`src/hw/brd_pkg.sv`:
```
// Package: constants, pin bundle and divisor table of the baud-rate divider
package brd_pkg;

  // ----------------------------------------------------------------
  // Widths
  // ----------------------------------------------------------------
  localparam int SEL_W = 5;
  localparam int TABLE_DEPTH = 32;
  localparam int ENTRY_W = 19;
  localparam int DIV_W = 20;
  localparam int SLOW_W = 4;
  localparam int QUARTER_W = 2;

  // ----------------------------------------------------------------
  // Field positions inside the synchronised pin bundle
  // ----------------------------------------------------------------
  localparam int PIN_REF_POS = 7;
  localparam int PIN_GATE_POS = 6;
  localparam int PIN_LATCH_POS = 5;
  localparam int PIN_SEL_LSB = 0;
  localparam int PIN_W = 8;

  // ----------------------------------------------------------------
  // Reset values and divider limits
  // ----------------------------------------------------------------
  localparam logic [PIN_W-1:0] PIN_RESET = 8'h7f;
  localparam logic [SEL_W-1:0] SEL_RESET = 5'h1f;
  localparam logic [DIV_W-1:0] DIV_OFFSET = 20'h00002;
  localparam logic [DIV_W-1:0] DIV_MIN = 20'h00006;
  localparam logic [DIV_W-1:0] DIV_MAX = 20'h80001;

  // ----------------------------------------------------------------
  // Timing: new frequency must start within this time of a change
  // ----------------------------------------------------------------
  localparam real CLOCK_MHZ = 100.0;
  localparam real NEW_FREQ_US = 3.5;
  localparam int NEW_FREQ_CYCLES = int'($floor(NEW_FREQ_US * CLOCK_MHZ));

  // Synchronised pins travel together as one bundle
  typedef struct packed {
    logic ref_clk;
    logic gate_n;
    logic latch_gate;
    logic [SEL_W-1:0] sel;
  } brd_pins_type;

  // Table entries hold divisor minus two, so 19 bits span 2 to 2^19+1
  function automatic logic [ENTRY_W-1:0] brd_table(input logic [SEL_W-1:0] idx);
    case (idx)
      5'h00: brd_table = 19'h017fe;
      5'h01: brd_table = 19'h00ffe;
      5'h02: brd_table = 19'h00ae7;
      5'h03: brd_table = 19'h008ea;
      5'h04: brd_table = 19'h007fe;
      5'h05: brd_table = 19'h003fe;
      5'h06: brd_table = 19'h001fe;
      5'h07: brd_table = 19'h000fe;
      5'h08: brd_table = 19'h000a9;
      5'h09: brd_table = 19'h00098;
      5'h0a: brd_table = 19'h0007e;
      5'h0b: brd_table = 19'h00053;
      5'h0c: brd_table = 19'h0003e;
      5'h0d: brd_table = 19'h00029;
      5'h0e: brd_table = 19'h0001e;
      5'h0f: brd_table = 19'h0000e;
      5'h10: brd_table = 19'h0167e;
      5'h11: brd_table = 19'h00efe;
      5'h12: brd_table = 19'h00a38;
      5'h13: brd_table = 19'h0085b;
      5'h14: brd_table = 19'h0077e;
      5'h15: brd_table = 19'h003be;
      5'h16: brd_table = 19'h001de;
      5'h17: brd_table = 19'h000ee;
      5'h18: brd_table = 19'h0009e;
      5'h19: brd_table = 19'h0008e;
      5'h1a: brd_table = 19'h00076;
      5'h1b: brd_table = 19'h0004e;
      5'h1c: brd_table = 19'h0003a;
      5'h1d: brd_table = 19'h00026;
      5'h1e: brd_table = 19'h00004;
      5'h1f: brd_table = 19'h7ffff;
      default: brd_table = 19'h0000e;
    endcase
  endfunction

  // Length in reference ticks of the high (longer) or low half
  function automatic logic [DIV_W-1:0] brd_half(input logic [ENTRY_W-1:0] entry,
                                                input logic high_half);
    logic [DIV_W-1:0] total;
    total = {1'b0, entry} + DIV_OFFSET;
    brd_half = high_half ? ((total + 20'h00001) >> 1) : (total >> 1);
  endfunction

endpackage

```
`src/hw/brd_divider.sv`:
```
// Half-cycle divider core that turns reference ticks into the baud wave
module brd_divider #(
  parameter bit DEFER_UPDATE = 1'b0
) (
  input wire logic clock,
  input wire logic sys_rst,
  input wire logic ce,
  input wire logic ref_tick,
  input wire logic [brd_pkg::ENTRY_W-1:0] entry_new,
  input wire logic entry_load,
  output logic baud_level,
  output logic baud_rise
);

  typedef enum logic [0:0] {
    BRD_PH_HIGH = 1'b0,
    BRD_PH_LOW = 1'b1
  } brd_phase_type;

  brd_phase_type phase_reg;
  logic [brd_pkg::DIV_W-1:0] count_reg;
  logic [brd_pkg::ENTRY_W-1:0] entry_reg;
  logic [brd_pkg::ENTRY_W-1:0] pend_reg;
  logic pend_valid_reg;
  logic half_end;
  logic [brd_pkg::ENTRY_W-1:0] entry_next;

  // ----------------------------------------------------------------
  // Divisor selection for the next half
  // ----------------------------------------------------------------
  assign half_end = ref_tick && (count_reg <= 20'h00001);
  assign entry_next = pend_valid_reg ? pend_reg : entry_reg;

  // Deferred mode parks the new divisor until the half ends
  always_ff @(posedge clock) begin
    if (sys_rst) begin
      pend_reg <= '0;
      pend_valid_reg <= 1'b0;
    end else if (ce) begin
      if (entry_load) begin
        pend_reg <= entry_new;
        pend_valid_reg <= DEFER_UPDATE;
      end else if (half_end) begin
        pend_valid_reg <= 1'b0;
      end
    end
  end

  // ----------------------------------------------------------------
  // Phase and half counter
  // ----------------------------------------------------------------
  // Immediate mode restarts on a fresh high half so the new rate starts at once
  always_ff @(posedge clock) begin
    if (sys_rst) begin
      phase_reg <= BRD_PH_HIGH;
      entry_reg <= brd_pkg::brd_table(brd_pkg::SEL_RESET);
      count_reg <= brd_pkg::brd_half(brd_pkg::brd_table(brd_pkg::SEL_RESET), 1'b1);
      baud_rise <= 1'b0;
    end else if (ce) begin
      baud_rise <= 1'b0;
      if (entry_load && !DEFER_UPDATE) begin
        entry_reg <= entry_new;
        phase_reg <= BRD_PH_HIGH;
        count_reg <= brd_pkg::brd_half(entry_new, 1'b1);
        baud_rise <= 1'b1;
      end else if (half_end) begin
        entry_reg <= entry_next;
        case (phase_reg)
          BRD_PH_HIGH: begin
            phase_reg <= BRD_PH_LOW;
            count_reg <= brd_pkg::brd_half(entry_next, 1'b0);
          end
          BRD_PH_LOW: begin
            phase_reg <= BRD_PH_HIGH;
            count_reg <= brd_pkg::brd_half(entry_next, 1'b1);
            baud_rise <= 1'b1;
          end
          default: begin
            phase_reg <= BRD_PH_HIGH;
            count_reg <= brd_pkg::brd_half(entry_next, 1'b1);
          end
        endcase
      end else if (ref_tick) begin
        count_reg <= count_reg - 20'h00001;
      end
    end
  end

  assign baud_level = (phase_reg == BRD_PH_HIGH);

endmodule

```
`src/hw/brd_top.sv`:
```
// Top of the baud-rate divider: pin conditioning, select latch, outputs
// Functional notes
// - Divide reference by one of the 32 table divisors, from 6 to 2^19+1, for the baud output.
// - Even divisor gives square wave; odd one is high one tick longer.
// - Baud output is divided by sixteen onto a separate slow output.
// - Reference is echoed at full rate and at one quarter rate.
// - Low output gate disables both baud and slow baud outputs.
// - Undriven output gate reads high, so outputs default enabled.
// - Table of 32 entries, 19 bits each, indexed by the 5-bit select.
// - Select latch is transparent while its gate is high, holds when low.
// - A select change while transparent starts the new rate within 3.5 us; deferred builds wait for the end of the current half.
// - Build option defers a new divisor to the end of the current half.
// - Undriven select bits read as one; the latch gate has no default.
module brd_top #(
  parameter bit DEFER_UPDATE = 1'b0
) (
  input wire logic clock,
  input wire logic sys_rst,
  input wire logic ce,
  input wire logic ref_clock_in,
  input wire logic output_gate_n,
  input wire logic output_gate_n_oe,
  input wire logic select_latch_gate,
  input wire logic [brd_pkg::SEL_W-1:0] select_in,
  input wire logic [brd_pkg::SEL_W-1:0] select_oe,
  output logic baud_out,
  output logic baud_slow_out,
  output logic ref_clock_out,
  output logic ref_quarter_out,
  output logic [brd_pkg::SEL_W-1:0] select_held
);

  brd_pkg::brd_pins_type pins_raw;
  brd_pkg::brd_pins_type sync1_reg;
  brd_pkg::brd_pins_type sync2_reg;
  brd_pkg::brd_pins_type sync3_reg;
  brd_pkg::brd_pins_type clean_reg;
  logic [brd_pkg::PIN_W-1:0] agree;
  logic ref_prev_reg;
  logic ref_tick;
  logic [brd_pkg::SEL_W-1:0] latch_reg;
  logic [brd_pkg::SEL_W-1:0] applied_reg;
  logic [brd_pkg::ENTRY_W-1:0] entry_reg;
  logic entry_load_reg;
  logic [brd_pkg::QUARTER_W-1:0] quarter_reg;
  logic [brd_pkg::SLOW_W-1:0] slow_reg;
  logic core_level;
  logic core_rise;

  // ----------------------------------------------------------------
  // Pad resolution
  // ----------------------------------------------------------------
  // A gate or select pin nobody drives falls back to its pull-up level
  always_comb begin
    pins_raw.ref_clk = ref_clock_in;
    pins_raw.gate_n = output_gate_n_oe ? output_gate_n : 1'b1;
    pins_raw.latch_gate = select_latch_gate;
    pins_raw.sel = (select_in & select_oe) | ~select_oe;
  end

  // ----------------------------------------------------------------
  // Pin synchronisers
  // ----------------------------------------------------------------
  // Three stages; stage one feeds stage two only
  always_ff @(posedge clock) begin
    if (sys_rst) begin
      sync1_reg <= brd_pkg::PIN_RESET;
      sync2_reg <= brd_pkg::PIN_RESET;
      sync3_reg <= brd_pkg::PIN_RESET;
    end else if (ce) begin
      sync1_reg <= pins_raw;
      sync2_reg <= sync1_reg;
      sync3_reg <= sync2_reg;
    end
  end

  assign agree = ~(sync2_reg ^ sync3_reg);

  // A bit changes only when stages two and three agree, filtering glitches
  always_ff @(posedge clock) begin
    if (sys_rst) begin
      clean_reg <= brd_pkg::PIN_RESET;
    end else if (ce) begin
      clean_reg <= (sync3_reg & agree) | (clean_reg & ~agree);
    end
  end

  // ----------------------------------------------------------------
  // Reference tick
  // ----------------------------------------------------------------
  // One tick per reference rising edge; each reference level must last two clocks or more, so at most a quarter of the clock
  always_ff @(posedge clock) begin
    if (sys_rst) begin
      ref_prev_reg <= 1'b0;
    end else if (ce) begin
      ref_prev_reg <= clean_reg.ref_clk;
    end
  end

  assign ref_tick = clean_reg.ref_clk && !ref_prev_reg;

  // ----------------------------------------------------------------
  // Select latch and table lookup
  // ----------------------------------------------------------------
  // Level latch modelled as a clock-enabled register: follows while gate is high
  always_ff @(posedge clock) begin
    if (sys_rst) begin
      latch_reg <= brd_pkg::SEL_RESET;
    end else if (ce && clean_reg.latch_gate) begin
      latch_reg <= clean_reg.sel;
    end
  end

  // Any change of the held value loads a new entry; no strobe edge needed
  always_ff @(posedge clock) begin
    if (sys_rst) begin
      applied_reg <= brd_pkg::SEL_RESET;
      entry_reg <= brd_pkg::brd_table(brd_pkg::SEL_RESET);
      entry_load_reg <= 1'b0;
    end else if (ce) begin
      entry_load_reg <= 1'b0;
      if (latch_reg != applied_reg) begin
        applied_reg <= latch_reg;
        entry_reg <= brd_pkg::brd_table(latch_reg);
        entry_load_reg <= 1'b1;
      end
    end
  end

  // ----------------------------------------------------------------
  // Divider core
  // ----------------------------------------------------------------
  brd_divider #(
    .DEFER_UPDATE(DEFER_UPDATE)
  ) u_divider (
    .clock(clock),
    .sys_rst(sys_rst),
    .ce(ce),
    .ref_tick(ref_tick),
    .entry_new(entry_reg),
    .entry_load(entry_load_reg),
    .baud_level(core_level),
    .baud_rise(core_rise)
  );

  // ----------------------------------------------------------------
  // Secondary dividers
  // ----------------------------------------------------------------
  // Quarter-rate reference: two ticks high, two ticks low
  always_ff @(posedge clock) begin
    if (sys_rst) begin
      quarter_reg <= '0;
    end else if (ce && ref_tick) begin
      quarter_reg <= quarter_reg + 2'h1;
    end
  end

  // Counts baud rises even while gated so the phase survives a disable
  always_ff @(posedge clock) begin
    if (sys_rst) begin
      slow_reg <= '0;
    end else if (ce && core_rise) begin
      slow_reg <= slow_reg + 4'h1;
    end
  end

  // ----------------------------------------------------------------
  // Output flops
  // ----------------------------------------------------------------
  // Gate masks only the pins; counters above never stop
  always_ff @(posedge clock) begin
    if (sys_rst) begin
      baud_out <= 1'b0;
      baud_slow_out <= 1'b0;
    end else if (ce) begin
      baud_out <= core_level & clean_reg.gate_n;
      baud_slow_out <= slow_reg[brd_pkg::SLOW_W-1] & clean_reg.gate_n;
    end
  end

  // Reference echoes are not gated
  always_ff @(posedge clock) begin
    if (sys_rst) begin
      ref_clock_out <= 1'b0;
      ref_quarter_out <= 1'b0;
      select_held <= brd_pkg::SEL_RESET;
    end else if (ce) begin
      ref_clock_out <= clean_reg.ref_clk;
      ref_quarter_out <= quarter_reg[brd_pkg::QUARTER_W-1];
      select_held <= applied_reg;
    end
  end

endmodule

```
`config.mk`:
```
export PLATFORM = sky130hd
export DESIGN_NAME = brd_top
export DESIGN_NICKNAME = d
export VERILOG_FILES = /design/src/hw/brd_pkg.sv /design/src/hw/brd_divider.sv /design/src/hw/brd_top.sv
export SDC_FILE = /design/constraint.sdc
export NUM_CORES = 1
export LEC_CHECK = 0
export BUFFER_PORTS_ARGS = -buffer_cell sky130_fd_sc_hd__buf_2
export CAP_MARGIN = 20
export CORE_UTILIZATION = 55
export CTS_CLUSTER_DIAMETER = 120
export DETAILED_ROUTE_END_ITERATION = 8
export PLACE_DENSITY = 0.72
export REMOVE_ABC_BUFFERS = 1
export SYNTH_ARGS = -nofsm -noshare
export SYNTH_HDL_FRONTEND = slang
export SYNTH_HIERARCHICAL = 1
export SYNTH_SLANG_ARGS = --single-unit
export TNS_END_PERCENT = 10
```
`constraint.sdc`:
```
create_clock -name clock -period 7.2 [get_ports clock]
set_input_delay 0.36 -clock clock [delete_from_list [all_inputs] [get_ports clock]]
set_output_delay 0.36 -clock clock [all_outputs]
set_load 0.05 [all_outputs]
```
==> key figures, run 1 <==
Logic synthesis
  • Synth warn: 6
  • Ys flop type: dfxtp_1
  • Synth top area share: 0.3348
  • Flops & latches, synth: roughly 110
  • Mapped Area: a little under 7000 sq um
  • Mean Syn Cell Area: about 8.0 sq um
  • Cell variety after synth: 65
  • Synth area leader: dfxtp_1
  • Post-synth ARST share: 0
  • Sequential-to-total area share from yosys stat: 0.3348
  • Syn Inst Count: about 840
  • Leading post-synthesis cells by cell area: dfxtp_1 33%, nand2_1 5.0%, a21oi_1 4.6%, xnor2_1 4.3%, a211o_1 4.0%
  • Post-synth EDFFs: 0

Die
  • Site Rows: 40
  • Core ar.: 12,010 sq um
  • Die Y: between 100 and 150 um
  • DIE WIDTH: roughly 110 um
  • Starting Density: 0.5625
  • Die footprint: 12,730 sq um
  • Boundary pin count: 26

Layout
  • Register area: 2262 sq um
  • Most frequent cells in the layout: 113 x dfxtp_1, 90 x nand2_1, 62 x a21oi_1
  • Fill cells: between 1,000 and 1,500
  • Commonest non-fill, non-tap cell in the layout: dfxtp_1
  • N_diodes: 0
  • Footprint of the multi-input gates: a little over 4000 sq um
  • Share of post-route cells with drive strength above 1: 0.09005
  • Max FFs per register: 20
  • Area growth from synthesis to layout: 9.889%
  • Final net count: between 800 and 900

Timing
  • Final setup TNS: 0 ps
  • Hold Worst Slack: around 140 ps
  • Rel. slew slack: 0.2997
  • Fin. Hold Viols: 0
  • Final-report setup violation count: 0
  • Worst-Margin Slew: 1049 ps
  • Fin crit share: 0.4336
  • Minimum clock period: roughly 3100 ps
  • Final Max Slew Viols: 0
  • Fmax: ~320 MHz
  • RSZ-0062 raised after global routing: false
  • Worst Clk Skew: between 10 and 15 ps

CTS
  • Longest Clk Path Bufs: 2
  • Hold buffers post-CTS: 0
  • Clock transition at the registers of the reported paths: ~60 ps
  • Clk_lat worst skew: ~420 ps
  • H-tree Lvls: 4
  • CTS sink cnt: between 100 and 150
  • Clk root buf: clkbuf_16
  • CTS Buf Count: 17
  • CTS resizes: 0
  • TritonCTS clock tree: built
  • Total setup buffers inserted after CTS: 0

Power
  • Pwr dens: ~260 nW/um^2
  • Maximum vdd ir drop: roughly 0.2 mV
  • Leakage power: 0.003038 uW

Setup path
  • Worst EP required: between 7000 and 8000 ps
  • Max FO, Critical Path: 21
  • CP top delay family: simple AND/OR/NAND/NOR gates
  • Arrival @ worst endpoint: 3440 ps
  • Crit-path cells: or4_1 > nor4_2 > nand4_1 > nor2_2 > o21ai_1 > a32o_1
  • CP bufs+invs: 0
  • Critical Path Start Type: flop
  • Slowest stage cell, crit path: nand4_1
  • Crit path kind: flop to flop
  • Flop-to-flop setup slack: between 4000 and 5000 ps
  • Crit end category: flop
  • CP peak stage delay: about 800 ps

Status
  • Status: finished, final reports clean

Routing
  • Number of nets with antenna violations after routing: 0
  • Routed wire per std cell: between 15 and 20 um
  • # DRC: 0
  • Pre-Repair DR Iteration Count: 5
  • Vias per inst: approximately 6.2
  • Drt total wl: 17.27 mm
  • DRT iter0 DRCs: around 380
  • Vias: ~6,200

Worst hold path
  • HP Class: primary input to flop

Placement
  • DP HPWL: 11.82 mm
  • Routability Congestion: around 0.87
  • Buffers on Ports: 25

Global routing
  • Total gr overflow: 0
  • Number of antenna violations at the first check in global routing: 0
  • Total track usage: 0.2828
  • Largest net degree at the start of global routing: 89
  • First-pass GRT wire length: 28.30 mm
  • Number of global-route vias before repair: ~5,800

Flow run
  • Max Cap Violations: 0
-- report_power, final --
group          switching [uW]  leakage, uW  internal, uW
clock                     329     0.000279           484
sequential               64.6     0.000928           664
combinational             235      0.00183           160
-- synth_stat cells (all sizes together) (7+ instances only) --
library cell and n:
dfxtp 113, nand3b 25, o22ai 8, nor2 58
o31ai 7, nor2b 23, nor4 14, and3 12
mux2i 13, inv 24, a21oi 62, clkbuf 39
nand2b 25, xnor2 34, nand4 19, and4 7
a311oi 7, a211oi 7, nand3 29, o21bai 8
a211o 31, buf 23, o21ai 37, ha 14
nor3 24, xor2 26, nand2 90
-- kinds of logic after synthesis --
logic type               share of synthesized area
buffers and inverters                      0.05352
flip-flops                                  0.3348
adder cells (fa/ha/maj)                    0.02593
XOR/XNOR                                   0.07889
AND/OR/NAND/NOR                             0.2785
AO/OA/AOI/OAI                               0.2091
multiplexers                               0.01926
-- area by class of cell --
type / count / area share
Clock inverter: 15 / 0.02039
Tap cell: 147 / 0.02477
Sequential cell: 113 / 0.3047
Multi-Input combinational cell: 644 / 0.5566
Inverter: 24 / 0.01213
Timing Repair Buffer: 31 / 0.02410
Clock buffer: 17 / 0.05730
-- per-layer routing --
metal | part of all wire | up-vias | wire length (um) | global-route usage
li1 | - | 3020 | - | -
met1 | 0.42 | 2969 | 7281 | 0.3240
met2 | 0.51 | 176 | 8829 | 0.5140
met3 | 0.045 | 25 | 776 | 0.05249
met4 | 0.022 | 0 | 382 | 0.1209
met5 | 0 | - | 0 | 0
-- per-stage QoR --
step,worst slack [ps],std cells,utilization,cell area (sq um),total power [uW]
global placement,4090,958,0.5692,6837,1120
floorplan,4657,781,-,6485,1013
CTS,4132,991,0.6181,7425,1946
global route,3913,991,0.6181,7425,2021
finish,4078,991,0.6181,7425,1936
detailed placement,4149,959,0.5701,6848,1128
-- worst paths after layout --
path	from	end	depth (start not counted)
worst min register to register	sync3_reg[0]	sync3_reg[0]	2
worst max register to register	u_divider/count_reg[14]	u_divider/count_reg[17]	6
worst max-delay path	u_divider/count_reg[14]	u_divider/count_reg[17]	6
worst min-delay path	select_latch_gate	sync1_reg[5]	2
(Power assumes the default switching activity.)
==> inputs of run 2 (changes only) <==
Clock period 7.2 ns to 3.28 ns, I/O delays scaled along.
==> run 2 against run 1 <==
Net effect: first-iteration DRC count rose by 26%; sequential power rose by 120%; via count decreased by 0.50%; non-clock buffer count grew 11; critical path type unchanged; critical endpoint unchanged.
==> key figures, run 2 (synthesis results as in run 1) <==
Routing
  • Vias: 6,159 (-0.50%)
  • Vias per inst: 6.147 (-1.6%)
  • Number of nets with antenna violations after routing: 0 (unchanged)
  • Routed wire per std cell: 16.55 um (-5.0%)
  • Drt total wl: 16.58 mm (-4.0%)
  • # DRC: 0 (unchanged)
  • Pre-Repair DR Iteration Count: 5 (unchanged)
  • DRT iter0 DRCs: 481 (+26%)

Placement
  • Buffers on Ports: 25 (unchanged)
  • DP HPWL: 11.34 mm (-4.1%)
  • Routability Congestion: 0.8864 (+2.3%)

CTS
  • H-tree Lvls: 4 (unchanged)
  • Clk_lat worst skew: 420 ps (about the same)
  • TritonCTS clock tree: built
  • CTS resizes: 0 (unchanged)
  • CTS sink cnt: 113 (unchanged)
  • Total setup buffers inserted after CTS: 0 (unchanged)
  • CTS Buf Count: 17 (unchanged)
  • Longest Clk Path Bufs: 2 (unchanged)
  • Clock transition at the registers of the reported paths: 60 ps (about the same)
  • Clk root buf: clkbuf_16

Power
  • Power Total: 4513 uW (+130%)
  • Flop pwr share: 0.350 (-0.026)
  • Combinational power share: 0.197 (-0.007)
  • Pwr dens: 594.6 nW/um^2 (+130%)
  • Maximum vdd ir drop: 0.5356 mV (+160%)
  • Pint: 3209 uW (+150%)
  • Clock power frac: 0.453 (+0.033)
  • Leakage power: 0.003124 uW (+2.8%)
  • P_sw: 1305 uW (+110%)
  • Switching portion of total power: 0.2890 (-0.03548)

Timing
  • Fin crit share: 0.8846 (+0.4510)
  • Final setup TNS: 0 ps (unchanged)
  • Fmax: 344.7 MHz (+7.6%)
  • Final-report setup violation count: 0 (unchanged)
  • Worst Clk Skew: 12.89 ps (-1.038 ps)
  • Fin. Hold Viols: 0 (unchanged)
  • Rel. slew slack: 0.5295 (+0.2297)
  • RSZ-0062 raised after global routing: false
  • Worst-Margin Slew: 699.3 ps (-349.6 ps)
  • Final Max Slew Viols: 0 (unchanged)
  • Minimum clock period: 2901 ps (-220.4 ps)

Die
  • Die Y: 112.8 um (unchanged)
  • Site Rows: 40 (unchanged)
  • DIE WIDTH: 112.8 um (unchanged)
  • Boundary pin count: 26 (unchanged)
  • Core ar.: 12,010 sq um (unchanged)
  • Die footprint: 12,730 sq um (unchanged)
  • Starting Density: 0.5625 (unchanged)

Worst hold path
  • Hold Path Origin: ref_clock_in
  • HP Class: primary input to flop
  • Hold EP: sync1_reg[7]
  • Hold Path Stages: 3 (+1)

Layout
  • Most frequent cells in the layout: 113 x dfxtp_1, 90 x nand2_1, 62 x a21oi_1
  • Max FFs per register: 20 (unchanged)
  • Fill cells: 1,076 (+0.093%)
  • Commonest non-fill, non-tap cell in the layout: dfxtp_1
  • Area growth from synthesis to layout: 12.35%
  • Register area: 2262 sq um (unchanged)
  • Share of post-route cells with drive strength above 1: 0.1006 (+0.01054)
  • N_diodes: 0 (unchanged)
  • Final net count: 873 (+1.3%)
  • Footprint of the multi-input gates: 4133 sq um (unchanged)

Setup path
  • CP startpoint: u_divider/entry_reg[2]
  • Slowest stage cell, crit path: ha_1
  • Max FO, Critical Path: 19 (-9.5%)
  • Critical R2R Launch: u_divider/entry_reg[2]
  • Worst EP required: 3590 ps (-3930 ps)
  • Crit end category: flop
  • CP peak stage delay: 610 ps (-190 ps)
  • CP top delay family: simple AND/OR/NAND/NOR gates
  • Crit-path cells: ha_1 > inv_1 > nor4_2 > xnor2_1 > nor4_2 > and3_1 > o21ai_1 > a32o_1
  • Flop-to-flop setup slack: 380 ps (-3700 ps)
  • FF-to-FF End: u_divider/count_reg[17]
  • Worst path most repeated cell: nor4_2
  • Arrival @ worst endpoint: 3210 ps (-230 ps)
  • Crit path kind: flop to flop
  • Critical Path Start Type: flop
  • CP bufs+invs: 1 (+1)
  • FF-to-FF path depth: 8 (+2)

Global routing
  • Total gr overflow: 0 (unchanged)
  • Largest net degree at the start of global routing: 65 (-27%)
  • Number of global-route vias before repair: 5,638 (-2.2%)
  • Total track usage: 0.2748 (-0.007969)
  • Number of antenna violations at the first check in global routing: 0 (unchanged)
  • First-pass GRT wire length: 27.67 mm (-2.2%)

Flow run
  • Max Cap Violations: 0 (unchanged)

Status
  • Status: finished, final reports clean
run 2: cell count changes in the layout (fill, tap and decap cells not counted), sizes merged:
cell         before  now
clkinv            6    5
dlygate4sd3       0    1
inv              30   24
clkinvlp          2    3
bufinv            1    5
clkbuf           17   19
buf              31   41
run 2: power groups by stage:
stage | clock network, uW | registers (uW) | logic (uW)
floorplan | 0 | 1610 | 615
global placement | 0 | 1600 | 854
detailed placement | 0 | 1610 | 868
CTS | 2070 | 1580 | 883
global route | 2130 | 1600 | 982
finish | 2040 | 1580 | 888
run 2: repair_timing:
| action | 4_1_cts | 5_1_grt |
|---|---|---|
| hold buffers | 1 | 0 |
| endpoints found under the hold margin | 1 | 0 |
| endpoints found under the setup margin | 0 | 0 |
run 2: cell type report:
| cell class | instances | share of cell area |
|---|---|---|
| flip-flops and latches | 113 | 0.2980 |
| multi-input cells | 644 | 0.5444 |
| repair buffers | 42 | 0.03428 |
| inverters | 24 | 0.01187 |
| clock inverters | 13 | 0.02753 |
| clock buffers | 19 | 0.05967 |
| well taps | 147 | 0.02423 |
run 2: worst min-delay path, cell delays in order:
cell and delay [ps]:
buf_2 80, mux2i_1 70, nor2_1 80
run 2: routing by layer:
metal | wire [um] | share of wire | track usage
met1 | 7203 | 0.43 | 0.3421
met2 | 7784 | 0.47 | 0.4444
met3 | 1067 | 0.064 | 0.06481
met4 | 529 | 0.032 | 0.1413
met5 | 0 | 0 | 0
run 2: worst max-delay path by stage:
stage / to / slack [ps] / depth (start not counted)
after global placement: u_divider/count_reg[12] / 550 / 8
final: u_divider/count_reg[17] / 380 / 8
after global routing: u_divider/count_reg[17] / 120 / 8
after floorplan: u_divider/count_reg[18] / 740 / 6
after detailed placement: u_divider/count_reg[12] / 470 / 8
after CTS: u_divider/count_reg[12] / 420 / 8
run 2: per-stage QoR:
stage          cell area (sq um)  worst slack [ps]  cells    util  hold slack, ps
2_1_floorplan               6485             737.5    781       -           233.1
3_5_place_dp                6919             473.0    969  0.5760           374.1
3_3_place_gp                6919             546.8    969  0.5760           370.0
6_report                    7591             378.6   1002  0.6320           13.99
4_1_cts                     7591             424.1   1002  0.6320           3.286
5_1_grt                     7591             123.7   1002  0.6320           38.86
==> inputs of run 3 (changes only) <==
Settings changed: CORE_MARGIN set to 3.
==> run 3 against run 2 <==
Net effect: clock power fell by 5%; utilization rose by 1.2 points; sequential power barely moved; flip-flop and latch count did not move; highest routed layer unchanged; via count fell by 0.54%; largest cell class unchanged.
==> key figures, run 3 (synthesis results as in run 1) <==
Routing
  • Pre-Repair DR Iteration Count: 5 (unchanged)
  • DRT iter0 DRCs: 589 (+22%)
  • # DRC: 0 (unchanged)
  • Drt total wl: 16.40 mm (-1.1%)
  • Vias per inst: 6.144 (about the same)
  • Number of nets with antenna violations after routing: 0 (unchanged)
  • Routed wire per std cell: 16.44 um (-0.64%)
  • Vias: 6,126 (-0.54%)

Die
  • Die footprint: 13,650 sq um (+7.2%)
  • Die Y: 116.8 um (+3.5%)
  • DIE WIDTH: 116.8 um (+3.5%)
  • Starting Density: 0.5769 (+0.01442)
  • Core ar.: 11,710 sq um (-2.5%)
  • Boundary pin count: 26 (unchanged)
  • Site Rows: 39 (-2.5%)

Global routing
  • Total track usage: 0.2537 (-0.02112)
  • Number of antenna violations at the first check in global routing: 0 (unchanged)
  • Number of global-route vias before repair: 5,727 (+1.6%)
  • First-pass GRT wire length: 27.54 mm (-0.45%)
  • Largest net degree at the start of global routing: 83 (+28%)
  • Total gr overflow: 0 (unchanged)

Worst hold path
  • HP Class: primary input to flop

Timing
  • Fmax: 351.1 MHz (+1.9%)
  • RSZ-0062 raised after global routing: false
  • Rel. slew slack: 0.4858 (-0.04370)
  • Worst Clk Skew: 6.120 ps (-6.774 ps)
  • Final-report setup violation count: 0 (unchanged)
  • Fin crit share: 0.8684 (-0.01618)
  • Final setup TNS: 0 ps (unchanged)
  • Hold Worst Slack: 46.41 ps (+32.42 ps)
  • Worst-Margin Slew: 768.5 ps (+69.16 ps)
  • Final Max Slew Viols: 0 (unchanged)
  • Fin. Hold Viols: 0 (unchanged)
  • Minimum clock period: 2848 ps (-53.06 ps)

CTS
  • CTS resizes: 0 (unchanged)
  • CTS sink cnt: 113 (unchanged)
  • Clock transition at the registers of the reported paths: 50 ps (about the same)
  • Clk root buf: clkbuf_16
  • H-tree Lvls: 4 (unchanged)
  • Hold buffers post-CTS: 2 (+1)
  • Total setup buffers inserted after CTS: 0 (unchanged)
  • Longest Clk Path Bufs: 2 (unchanged)
  • CTS Buf Count: 17 (unchanged)
  • Clk_lat worst skew: 410 ps (about the same)
  • TritonCTS clock tree: built

Setup path
  • Crit end category: flop
  • Arrival @ worst endpoint: 3190 ps (-20 ps)
  • Critical Path Start Type: flop
  • Worst EP required: 3620 ps (+30 ps)
  • Max FO, Critical Path: 19 (unchanged)
  • Crit path kind: flop to flop

Layout
  • Fill cells: 1,006 (-6.5%)
  • Area growth from synthesis to layout: 11.70%
  • Commonest non-fill, non-tap cell in the layout: dfxtp_1
  • Max FFs per register: 20 (unchanged)
  • Most frequent cells in the layout: 113 x dfxtp_1, 90 x nand2_1, 62 x a21oi_1
  • Share of post-route cells with drive strength above 1: 0.09485 (-0.005737)
  • Final net count: 873 (unchanged)
  • Final core utilization: 0.6444 (+0.01247)
  • N_diodes: 0 (unchanged)

Power
  • Leakage power: 0.003102 uW (-0.72%)
  • Pwr dens: 581.4 nW/um^2 (-2.2%)
  • Maximum vdd ir drop: 0.4196 mV (-22%)
  • Power Total: 4388 uW (-2.8%)

Placement
  • DP HPWL: 11.21 mm (-1.1%)
  • Routability Congestion: 0.9307 (+5.0%)
  • Buffers on Ports: 25 (unchanged)

Flow run
  • Max Cap Violations: 0 (unchanged)

Status
  • Status: finished, final reports clean
## run 3: cell count changes in the layout (fill, tap and decap cells not counted), sizes merged
cell / previous run / this run
clkinv: 5 / 2
bufinv: 5 / 4
buf: 41 / 40
clkbuf: 19 / 22
dlygate4sd3: 1 / 2
## run 3: stage by stage
stage	area (sq um)	instances	worst slack [ps]
5_1_grt	7547	997	176.0
6_report	7547	997	431.7
3_5_place_dp	6907	964	463.0
4_1_cts	7547	997	450.2
2_1_floorplan	6485	781	737.5
3_3_place_gp	6907	964	539.8
## run 3: area by class of cell
| cell class | instances | area [sq um] | area share |
|---|---|---|---|
| multi-input cells | 644 | 4133 | 0.5476 |
| clock inverters | 9 | 156.4 | 0.02072 |
| clock buffers | 22 | 464.2 | 0.06151 |
| well taps | 143 | 178.9 | 0.02371 |
| inverters | 24 | 90.09 | 0.01194 |
| repair buffers | 42 | 262.8 | 0.03481 |
| flip-flops and latches | 113 | 2262 | 0.2997 |
## run 3: worst paths after layout
path / start / end / slack [ps] / cells after the start
hold reg to reg: sync3_reg[5] / sync3_reg[5] / 450 / 2
setup / recovery: u_divider/entry_reg[1] / u_divider/count_reg[12] / 430 / 8
hold / removal: select_oe[1] / sync1_reg[1] / 50 / 4
setup reg to reg: u_divider/entry_reg[1] / u_divider/count_reg[12] / 430 / 8
## run 3: worst max-delay path, cell delays in order, from the launching register on
cell	delay [ps]
dfxtp_1	510
ha_1	600
and3b_1	250
o221ai_1	120
a221o_1	410
a2111oi_4	480
xnor2_1	170
a21oi_1	80
nor3_1	160
## run 3: report_power, final
group | total (uW) | switching [uW] | leakage [uW] | internal [uW]
clock network | 1930 | 621 | 0.000292 | 1300
registers | 1580 | 122 | 0.000928 | 1460
logic | 882 | 517 | 0.00188 | 365
## run 3: layer usage
layer,GRT usage,vias to the layer above,routed length [um]
li1,-,3032,-
met1,0.3253,2839,7197
met2,0.4213,223,7769
met3,0.05707,32,1115
met4,0.08945,0,313
met5,0,-,0
